[config.mk]
export PLATFORM = sky130hd
export DESIGN_NAME = adc_conversion_timing
export DESIGN_NICKNAME = d
export VERILOG_FILES = /design/src/adc_timing_pkg.sv /design/src/adc_code_fmt.sv /design/src/adc_conversion_timing.sv
export SDC_FILE = /design/constraint.sdc
export NUM_CORES = 1
export LEC_CHECK = 0
export ABC_AREA = 0
export BUFFER_PORTS_ARGS = -buffer_cell sky130_fd_sc_hd__buf_2
export CAP_MARGIN = 15
export CORE_MARGIN = 1
export CORE_UTILIZATION = 40
export CTS_CLUSTER_SIZE = 24
export DETAILED_ROUTE_END_ITERATION = 10
export PLACE_DENSITY = 0.61
export SLEW_MARGIN = 20
export SYNTH_ARGS = -nofsm -noshare
export SYNTH_HDL_FRONTEND = slang
export SYNTH_HIERARCHICAL = 1
export SYNTH_SLANG_ARGS = --single-unit
[constraint.sdc]
create_clock -name clk_sys -period 3.6 [get_ports clk_sys]
set_clock_uncertainty 0.2 [all_clocks]
set_input_delay 0 -clock clk_sys [delete_from_list [all_inputs] [get_ports clk_sys]]
set_output_delay 0 -clock clk_sys [all_outputs]
set_load 0.05 [all_outputs]
[src/adc_timing_pkg.sv]
package adc_timing_pkg;
    // Clock period in picoseconds (25 MHz)
    localparam int unsigned CLK_PERIOD_PS     = 40000;
    localparam int unsigned CONV_TIME_NS      = 1000;
    localparam int unsigned MIN_START_NS      = 500;
    localparam int unsigned VALID_LOW_NS      = 100;
    // Latency rounds down, low time rounds up, none below one cycle
    localparam int unsigned CONV_CYC_RAW      = (CONV_TIME_NS * 1000) / CLK_PERIOD_PS;
    localparam int unsigned CONV_CYC          = (CONV_CYC_RAW < 1) ? 1 : CONV_CYC_RAW;
    // Shortest whole cycle spacing that lies beyond the minimum start time
    localparam int unsigned MIN_START_CYC     = (MIN_START_NS * 1000) / CLK_PERIOD_PS + 1;
    localparam int unsigned VALID_LOW_CYC_RAW = (VALID_LOW_NS * 1000 + CLK_PERIOD_PS - 1) / CLK_PERIOD_PS;
    localparam int unsigned VALID_LOW_CYC     = (VALID_LOW_CYC_RAW < 1) ? 1 : VALID_LOW_CYC_RAW;
    localparam int unsigned DATA_W_MAX        = 32;
    localparam int unsigned SLOTS             = 4;
    localparam int unsigned CNT_W             = 16;
    // Strobe synchroniser stages ahead of the edge detect
    localparam int unsigned SYNC_STAGES       = 2;

    typedef struct packed {
        logic [DATA_W_MAX-1:0] code;
        logic                  valid_n;
    } result_t;
endpackage : adc_timing_pkg

[src/adc_code_fmt.sv]
`timescale 1ns/10ps
module adc_code_fmt #(
    parameter int unsigned DATA_W = 8
) (
    input  wire logic [DATA_W-1:0] raw_code,  // Unsigned sampled code
    input  wire logic              twos_comp, // Two's complement select
    output logic      [DATA_W-1:0] fmt_code   // Formatted code
);
    // Offset binary to two's complement is an MSB flip
    always_comb begin
        fmt_code = raw_code;
        if (twos_comp) begin
            fmt_code[DATA_W-1] = ~raw_code[DATA_W-1];
        end
    end
endmodule : adc_code_fmt

[src/adc_conversion_timing.sv]
`timescale 1ns/10ps
//
// What this block does
// - Strobe rising edge samples the analogue input and starts a conversion
// - Result bus updates exactly one conversion latency after the start
// - Ready flag goes low on update and back high after the low time
// - Starts overlap if spaced more than the minimum start spacing
// - A start within the minimum spacing is ignored and yields nothing
// - Result width one to thirty-two bits, all bits presented together
// - Format select: two's complement when set, offset binary when clear
module adc_conversion_timing
    import adc_timing_pkg::*;
#(
    parameter int unsigned DATA_W    = 8,
    parameter int unsigned CONV_C    = CONV_CYC,
    parameter int unsigned MINSP_C   = MIN_START_CYC,
    parameter int unsigned VLOW_C    = VALID_LOW_CYC
) (
    input  wire logic              clk_sys,    // System clock 25 MHz
    input  wire logic              rst_b,      // Async reset, active low
    input  wire logic              strobe_in,  // Sample strobe pin
    input  wire logic [DATA_W-1:0] sample_in,  // Quantised analogue value
    input  wire logic              twos_comp,  // Output format select
    output logic      [DATA_W-1:0] data_out,   // Result bus
    output logic                   data_valid  // Result ready, low after update
);
    // Due count allows for the synchroniser delay ahead of accept
    localparam int unsigned      DUE_C   = (CONV_C > SYNC_STAGES) ? CONV_C - SYNC_STAGES : 1;
    localparam logic [CNT_W-1:0] DUE_L   = CNT_W'(DUE_C);
    localparam logic [CNT_W-1:0] MINSP_L = CNT_W'(MINSP_C);
    localparam logic [CNT_W-1:0] VLOW_L  = CNT_W'(VLOW_C);
    localparam int unsigned      PTR_W   = $clog2(SLOTS);

    ////////////////////////////////////////////////////////////////////////
    // Strobe synchroniser and edge detect
    logic              sync1_ff, sync2_ff, sync3_ff;
    logic              nxt_sync1, nxt_sync2, nxt_sync3;
    logic              rise;

    always_comb begin
        nxt_sync1 = strobe_in;
        nxt_sync2 = sync1_ff;
        nxt_sync3 = sync2_ff;
        rise      = sync2_ff & ~sync3_ff;
    end

    always_ff @(posedge clk_sys or negedge rst_b) begin
        if (!rst_b) begin
            sync1_ff <= 1'b0;
            sync2_ff <= 1'b0;
            sync3_ff <= 1'b0;
        end else begin
            sync1_ff <= nxt_sync1;
            sync2_ff <= nxt_sync2;
            sync3_ff <= nxt_sync3;
        end
    end

    ////////////////////////////////////////////////////////////////////////
    // Spacing check and in-flight slots
    logic [CNT_W-1:0]  since_ff, nxt_since;
    logic              seen_ff, nxt_seen;
    logic [DATA_W-1:0] smp_ff [SLOTS];
    logic [DATA_W-1:0] nxt_smp [SLOTS];
    logic [CNT_W-1:0]  due_ff [SLOTS];
    logic [CNT_W-1:0]  nxt_due [SLOTS];
    logic [SLOTS-1:0]  busy_ff, nxt_busy;
    logic [PTR_W-1:0]  wr_ff, nxt_wr, rd_ff, nxt_rd;
    logic              accept, deliver;
    logic [DATA_W-1:0] fmt_code;

    always_comb begin
        // Accept from the first legal spacing on
        accept    = rise && (!seen_ff || since_ff >= MINSP_L) && !busy_ff[wr_ff];
        deliver   = busy_ff[rd_ff] && (due_ff[rd_ff] == DUE_L);
        nxt_since = (since_ff == '1) ? since_ff : since_ff + 1'b1;
        nxt_seen  = seen_ff;
        nxt_busy  = busy_ff;
        nxt_wr    = wr_ff;
        nxt_rd    = rd_ff;
        for (int i = 0; i < SLOTS; i++) begin
            nxt_smp[i] = smp_ff[i];
            nxt_due[i] = busy_ff[i] ? due_ff[i] + 1'b1 : due_ff[i];
        end
        if (deliver) begin
            nxt_busy[rd_ff] = 1'b0;
            nxt_rd          = rd_ff + 1'b1;
        end
        if (accept) begin
            nxt_smp[wr_ff]  = sample_in;
            nxt_due[wr_ff]  = CNT_W'(1);
            nxt_busy[wr_ff] = 1'b1;
            nxt_wr          = wr_ff + 1'b1;
            nxt_since       = CNT_W'(1);
            nxt_seen        = 1'b1;
        end
    end

    always_ff @(posedge clk_sys or negedge rst_b) begin
        if (!rst_b) begin
            since_ff <= '0;
            seen_ff  <= 1'b0;
            busy_ff  <= '0;
            wr_ff    <= '0;
            rd_ff    <= '0;
            for (int i = 0; i < SLOTS; i++) begin
                smp_ff[i] <= '0;
                due_ff[i] <= '0;
            end
        end else begin
            since_ff <= nxt_since;
            seen_ff  <= nxt_seen;
            busy_ff  <= nxt_busy;
            wr_ff    <= nxt_wr;
            rd_ff    <= nxt_rd;
            for (int i = 0; i < SLOTS; i++) begin
                smp_ff[i] <= nxt_smp[i];
                due_ff[i] <= nxt_due[i];
            end
        end
    end

    adc_code_fmt #(.DATA_W(DATA_W)) u_fmt (
        .raw_code  (smp_ff[rd_ff]),
        .twos_comp (twos_comp),
        .fmt_code  (fmt_code)
    );

    ////////////////////////////////////////////////////////////////////////
    // Result bus and ready flag
    logic [DATA_W-1:0] out_ff, nxt_out;
    logic              vld_ff, nxt_vld;
    logic [CNT_W-1:0]  low_ff, nxt_low;

    always_comb begin
        nxt_out = out_ff;
        nxt_vld = vld_ff;
        nxt_low = low_ff;
        if (deliver) begin
            nxt_out = fmt_code;
            nxt_vld = 1'b0;
            nxt_low = VLOW_L;
        end else if (!vld_ff) begin
            nxt_low = low_ff - 1'b1;
            if (low_ff == CNT_W'(1)) begin
                nxt_vld = 1'b1;
            end
        end
    end

    always_ff @(posedge clk_sys or negedge rst_b) begin
        if (!rst_b) begin
            out_ff <= '0;
            vld_ff <= 1'b1;
            low_ff <= '0;
        end else begin
            out_ff <= nxt_out;
            vld_ff <= nxt_vld;
            low_ff <= nxt_low;
        end
    end

    assign data_out   = out_ff;
    assign data_valid = vld_ff;

    ////////////////////////////////////////////////////////////////////////
    // Checks
    logic [CNT_W-1:0] lowrun_ff;
    always_ff @(posedge clk_sys or negedge rst_b) begin
        if (!rst_b) begin
            lowrun_ff <= '0;
        end else begin
            lowrun_ff <= vld_ff ? '0 : lowrun_ff + 1'b1;
        end
    end

    a_accept_spacing: assert property (@(posedge clk_sys) disable iff (!rst_b)
        rise && seen_ff && since_ff < MINSP_L |=> wr_ff == $past(wr_ff) && since_ff != CNT_W'(1))
        else $error("Early start was accepted");
    a_start_taken: assert property (@(posedge clk_sys) disable iff (!rst_b)
        accept |=> busy_ff[$past(wr_ff)] && smp_ff[$past(wr_ff)] == $past(sample_in))
        else $error("Accepted start did not capture sample");
    a_overlap_ok: assert property (@(posedge clk_sys) disable iff (!rst_b)
        rise && (!seen_ff || since_ff >= MINSP_L) && !busy_ff[wr_ff]
        |=> wr_ff == $past(wr_ff) + 1'b1 && since_ff == CNT_W'(1))
        else $error("Spaced start was rejected");
    a_latency_exact: assert property (@(posedge clk_sys) disable iff (!rst_b)
        accept |-> ##(DUE_C) deliver)
        else $error("Result not due at conversion latency");
    a_valid_drop: assert property (@(posedge clk_sys) disable iff (!rst_b)
        deliver |=> !data_valid)
        else $error("Ready flag did not drop on update");
    a_valid_length: assert property (@(posedge clk_sys) disable iff (!rst_b)
        !data_valid |-> lowrun_ff < VLOW_L)
        else $error("Ready flag low too long");
    a_bus_update: assert property (@(posedge clk_sys) disable iff (!rst_b)
        $changed(data_out) |-> $past(deliver))
        else $error("Result bus changed outside delivery");
    a_fmt_msb: assert property (@(posedge clk_sys) disable iff (!rst_b)
        deliver |=> data_out[DATA_W-1] == ($past(smp_ff[rd_ff][DATA_W-1]) ^ $past(twos_comp)))
        else $error("Output format wrong");
    a_order_kept: assert property (@(posedge clk_sys) disable iff (!rst_b)
        deliver |=> rd_ff == $past(rd_ff) + 1'b1)
        else $error("Results out of start order");
    a_valid_return: assert property (@(posedge clk_sys) disable iff (!rst_b)
        $rose(data_valid) |-> lowrun_ff == VLOW_L)
        else $error("Ready flag low time wrong");
    a_idle_hold: assert property (@(posedge clk_sys) disable iff (!rst_b)
        data_valid && !deliver |=> data_valid)
        else $error("Ready flag dropped without update");
    a_rise_single: assert property (@(posedge clk_sys) disable iff (!rst_b)
        rise |=> !rise)
        else $error("Strobe edge seen twice");
    a_accept_ptr: assert property (@(posedge clk_sys) disable iff (!rst_b)
        !accept |=> wr_ff == $past(wr_ff))
        else $error("Slot written without a start");
    a_due_bound: assert property (@(posedge clk_sys) disable iff (!rst_b)
        busy_ff[rd_ff] |-> due_ff[rd_ff] <= DUE_L)
        else $error("Oldest result overdue");
endmodule : adc_conversion_timing

==> summary.txt <==
Timing
  – Crit path time final: between 2000 and 3000 ps
  – Slew HR: 0.3445
  – Hold WS: -16.67 ps
  – Worst slew pin tran: ~1000 ps
  – Tcrit/Tclk final: 0.7840
  – Fmax: 354.3 MHz
  – Setup_tns: 0 ps
  – Final Setup Violations: 0
  – Pins Over Slew Limit: 0
  – Final hold viol count: 15
  – RSZ-0062 raised after global routing: no

Finish
  – # nets final: slightly above 700
  – Number of diodes: 0
  – Synthesis-to-finish area growth: 14.52%
  – Post-route cell area: between 8000 and 9000 um^2
  – Layout cells sized above 1: 0.1671
  – Filler Cells Inserted: 1621

Yosys
  – Largest family of logic cells by synthesized area: simple AND/OR/NAND/NOR gates
  – Top-count cell post-synth: dfrtp_1
  – Synth Flop Type: dfrtp_1
  – Synth Area in Adders: 0.02888
  – Post-synth top area cell: dfrtp_1
  – Post-synthesis cell area: around 7400 um^2
  – Mux cell area share after synthesis: 0.1029
  – #FFs+latches synth: approximately 150
  – Syn avg cell area: between 10 and 15 um^2
  – Post-synth top area share: 0.5028
  – Simple-gate portion of the synthesized area: 0.1824
  – Distinct cells, synth: 46
  – Synthesized Nets: approximately 700
  – Post-synth EDFFs: 0
  – Seq/Total Area, Yosys: 0.5064
  – Mapped Cells: between 600 and 700
  – Largest cells by area after synthesis: dfrtp_1 50%, xor2_1 5.6%, nor2_1 5.3%
  – Post-synth top cells: 148 x dfrtp_1, 104 x nor2_1, 47 x xor2_1
  – Syn. warnings: 6
  – Synth Area in XOR/XNOR: 0.1034
  – Compound-Gate Fraction of Synth Area: 0.03635
  – Fraction of registers with async set/reset: 1.000

Run status
  – Failing checks: hold timing
  – Status: finished with violations

Pwr
  – NetSw: between 1.5 and 2 mW
  – Switching portion of total power: 0.3111
  – Reg power frac: 0.417
  – Internal: about 4.4 mW
  – Leakage: between 3 and 4 nW
  – Comb power frac: 0.257
  – Clock power frac: 0.325
  – Peak VDD IR: 0.4070 mV
  – Power per cell area: 760.9 nW/um^2

Clock tree
  – # Post-CTS Setup Buffers: 0
  – Clock sink count: 149
  – H-tree levels: 4
  – PostCTS Resize Cnt: 0
  – Clock transition at path regs: around 60 ps
  – CTS max path bufs: 2
  – Clk_lat worst skew: approximately 420 ps
  – Post-CTS Hold Fix Bufs: 11
  – Cts bufs inserted: 17
  – CTS tree: done
  – Root Driver: clkbuf_16

Drt
  – TritonRoute pass-1 iters: 4
  – Remaining routing DRC violations: 0
  – Drt wl/cell: about 15 um
  – Post-route ant nets: 0
  – Routed vias/inst: roughly 5.2
  – Via count: about 5000
  – Final wirelength: 14.27 mm
  – Drt initial violations: 210

Placed design
  – IO buf count: 20
  – Placed cell areas: about 7600 um^2
  – Post-DP HPWL: roughly 9.5 mm
  – Gpl congestion: roughly 0.8

Setup path
  – Critical path's largest stage delay: roughly 560 ps
  – Cell Chain, Critical Path: mux4_2, or3b_4, a211oi_4, buf_4, nor2_1, a31oi_1
  – Worst EP required: 3740 ps
  – Slowest cell on crit path: a211oi_4
  – Arr. time, crit path: ~3000 ps
  – Crit Path Class: flop to flop
  – Worst-path maximum fanout: 16
  – Startpoint class of the critical path: flop
  – Crit. End Element: flop

GRT
  – Vias in the first global route: ~5000
  – Gr usage total: 0.1665
  – First-pass GRT wire length: 24.32 mm
  – Initial antenna violation count: 0
  – Total grt overflow: 0
  – Largest net degree at the start of global routing: between 80 and 90

Floorplanning
  – Initial Utilization: 0.4086
  – I/O pins: 21
  – Row count: 49
  – Core box area: approximately 18000 um^2
  – DIE HEIGHT: approximately 140 um
  – Die W: 137.7 um
  – Die area: about 19000 um^2

Job
  – Max_cap viols: 0

Min path
  – Worst min path class: input pin to async pin
critical path: cells and delay by family (launching register included):
family / cells / cell delay, ps
AO/OA/AOI/OAI: 2 / 710
buffers and inverters: 1 / 340
flip-flops: 1 / 480
multiplexers: 1 / 490
AND/OR/NAND/NOR: 2 / 520
final timing paths:
kind,to,start,slack (ps),cells after the start
setup reg to reg,busy_ff[0]$_DFF_PN0_,busy_ff[0]$_DFF_PN0_,780,6
hold reg to reg,nxt_sync3$_DFF_PN0_,nxt_sync2$_DFF_PN0_,180,0
hold / removal,low_ff[1]$_DFFE_PN0P_,rst_b,-20,2
min in group clk_sys,nxt_sync2$_DFF_PN0_,strobe_in,20,2
setup / recovery,busy_ff[0]$_DFF_PN0_,busy_ff[0]$_DFF_PN0_,780,6
max in group asynchronous,smp_ff[3]$_DFFE_PN0P_,rst_b,2240,3
layer usage:
metal | GRT usage | wire (um)
met1 | 0.2236 | 7048
met2 | 0.2568 | 6765
met3 | 0.03790 | 311
met4 | 0.07186 | 146
met5 | 0 | 0
final cells by class:
cell class / count / area [um^2] / area share
clock inverters: 9 / 220.2 / 0.02610
well taps: 229 / 286.5 / 0.03397
clock buffers: 23 / 478.0 / 0.05666
repair buffers: 41 / 291.5 / 0.03456
inverters: 21 / 78.83 / 0.009344
flip-flops and latches: 149 / 3730 / 0.4422
multi-input cells: 463 / 3351 / 0.3972
registers in the layout, indices dropped and copies added (netlist names):
signal      flops
seen_ff         1
rd_ff           2
wr_ff           2
due_ff         64
smp_ff         32
busy_ff         4
nxt_sync3       1
data_out        8
sync3_ff        1
since_ff       16
nxt_sync2       1
data_valid      1
low_ff         16
through the flow:
step	hold WS (ps)	power (mW)	setup slack [ps]	std cells	util
after floorplan	-495.6	3.998	1113	662	-
after global placement	-120.3	4.233	838.4	892	0.4232
after CTS	0.9960	6.486	764.2	935	0.4680
final	-16.67	6.419	777.7	935	0.4680
after detailed placement	-104.0	4.339	774.7	892	0.4232
after global routing	23.52	6.831	666.7	935	0.4680
power by group through the flow:
stage          clock [mW]  combinational [mW]  sequential [mW]
4_1_cts              2.14                1.67             2.68
5_1_grt              2.21                1.86             2.76
3_3_place_gp            0                1.58             2.66
3_5_place_dp            0                1.65             2.69
2_1_floorplan           0                1.39             2.61
6_report             2.09                1.65             2.68
cell usage in the layout (no fill, tap or decap), types with 2 or more instances in the layout:
master / count
a21oi_1: 9
mux2_4: 12
nor4b_1: 5
and2_1: 3
buf_2: 19
or2_2: 2
buf_4: 10
nor2_1: 104
nand2_1: 37
and3_1: 12
mux4_2: 9
dlygate4sd3_1: 11
xnor2_1: 40
mux2_2: 28
nor3b_1: 5
mux2i_1: 6
inv_1: 21
xor2_1: 47
nor4_1: 22
a31oi_1: 5
clkbuf_16: 17
and4_1: 8
a211oi_4: 4
clkbuf_1: 3
o21ai_0: 4
clkbuf_8: 3
nand4_1: 27
or3_1: 3
bufinv_16: 7
nor3_1: 11
ha_1: 17
nand3_1: 26
dfrtp_1: 148
clkinv_2: 2
nand2b_1: 2
a41oi_1: 2
logic make-up (layout without fill, tap and decap cells):
group	count (synthesis)	count (layout)
buf+inv	50	94
flops	149	149
compound gates	33	33
simple gates	271	271
xor+xnor	87	87
mux	55	55
fa+ha+maj	17	17
(Power assumes the default switching activity.)
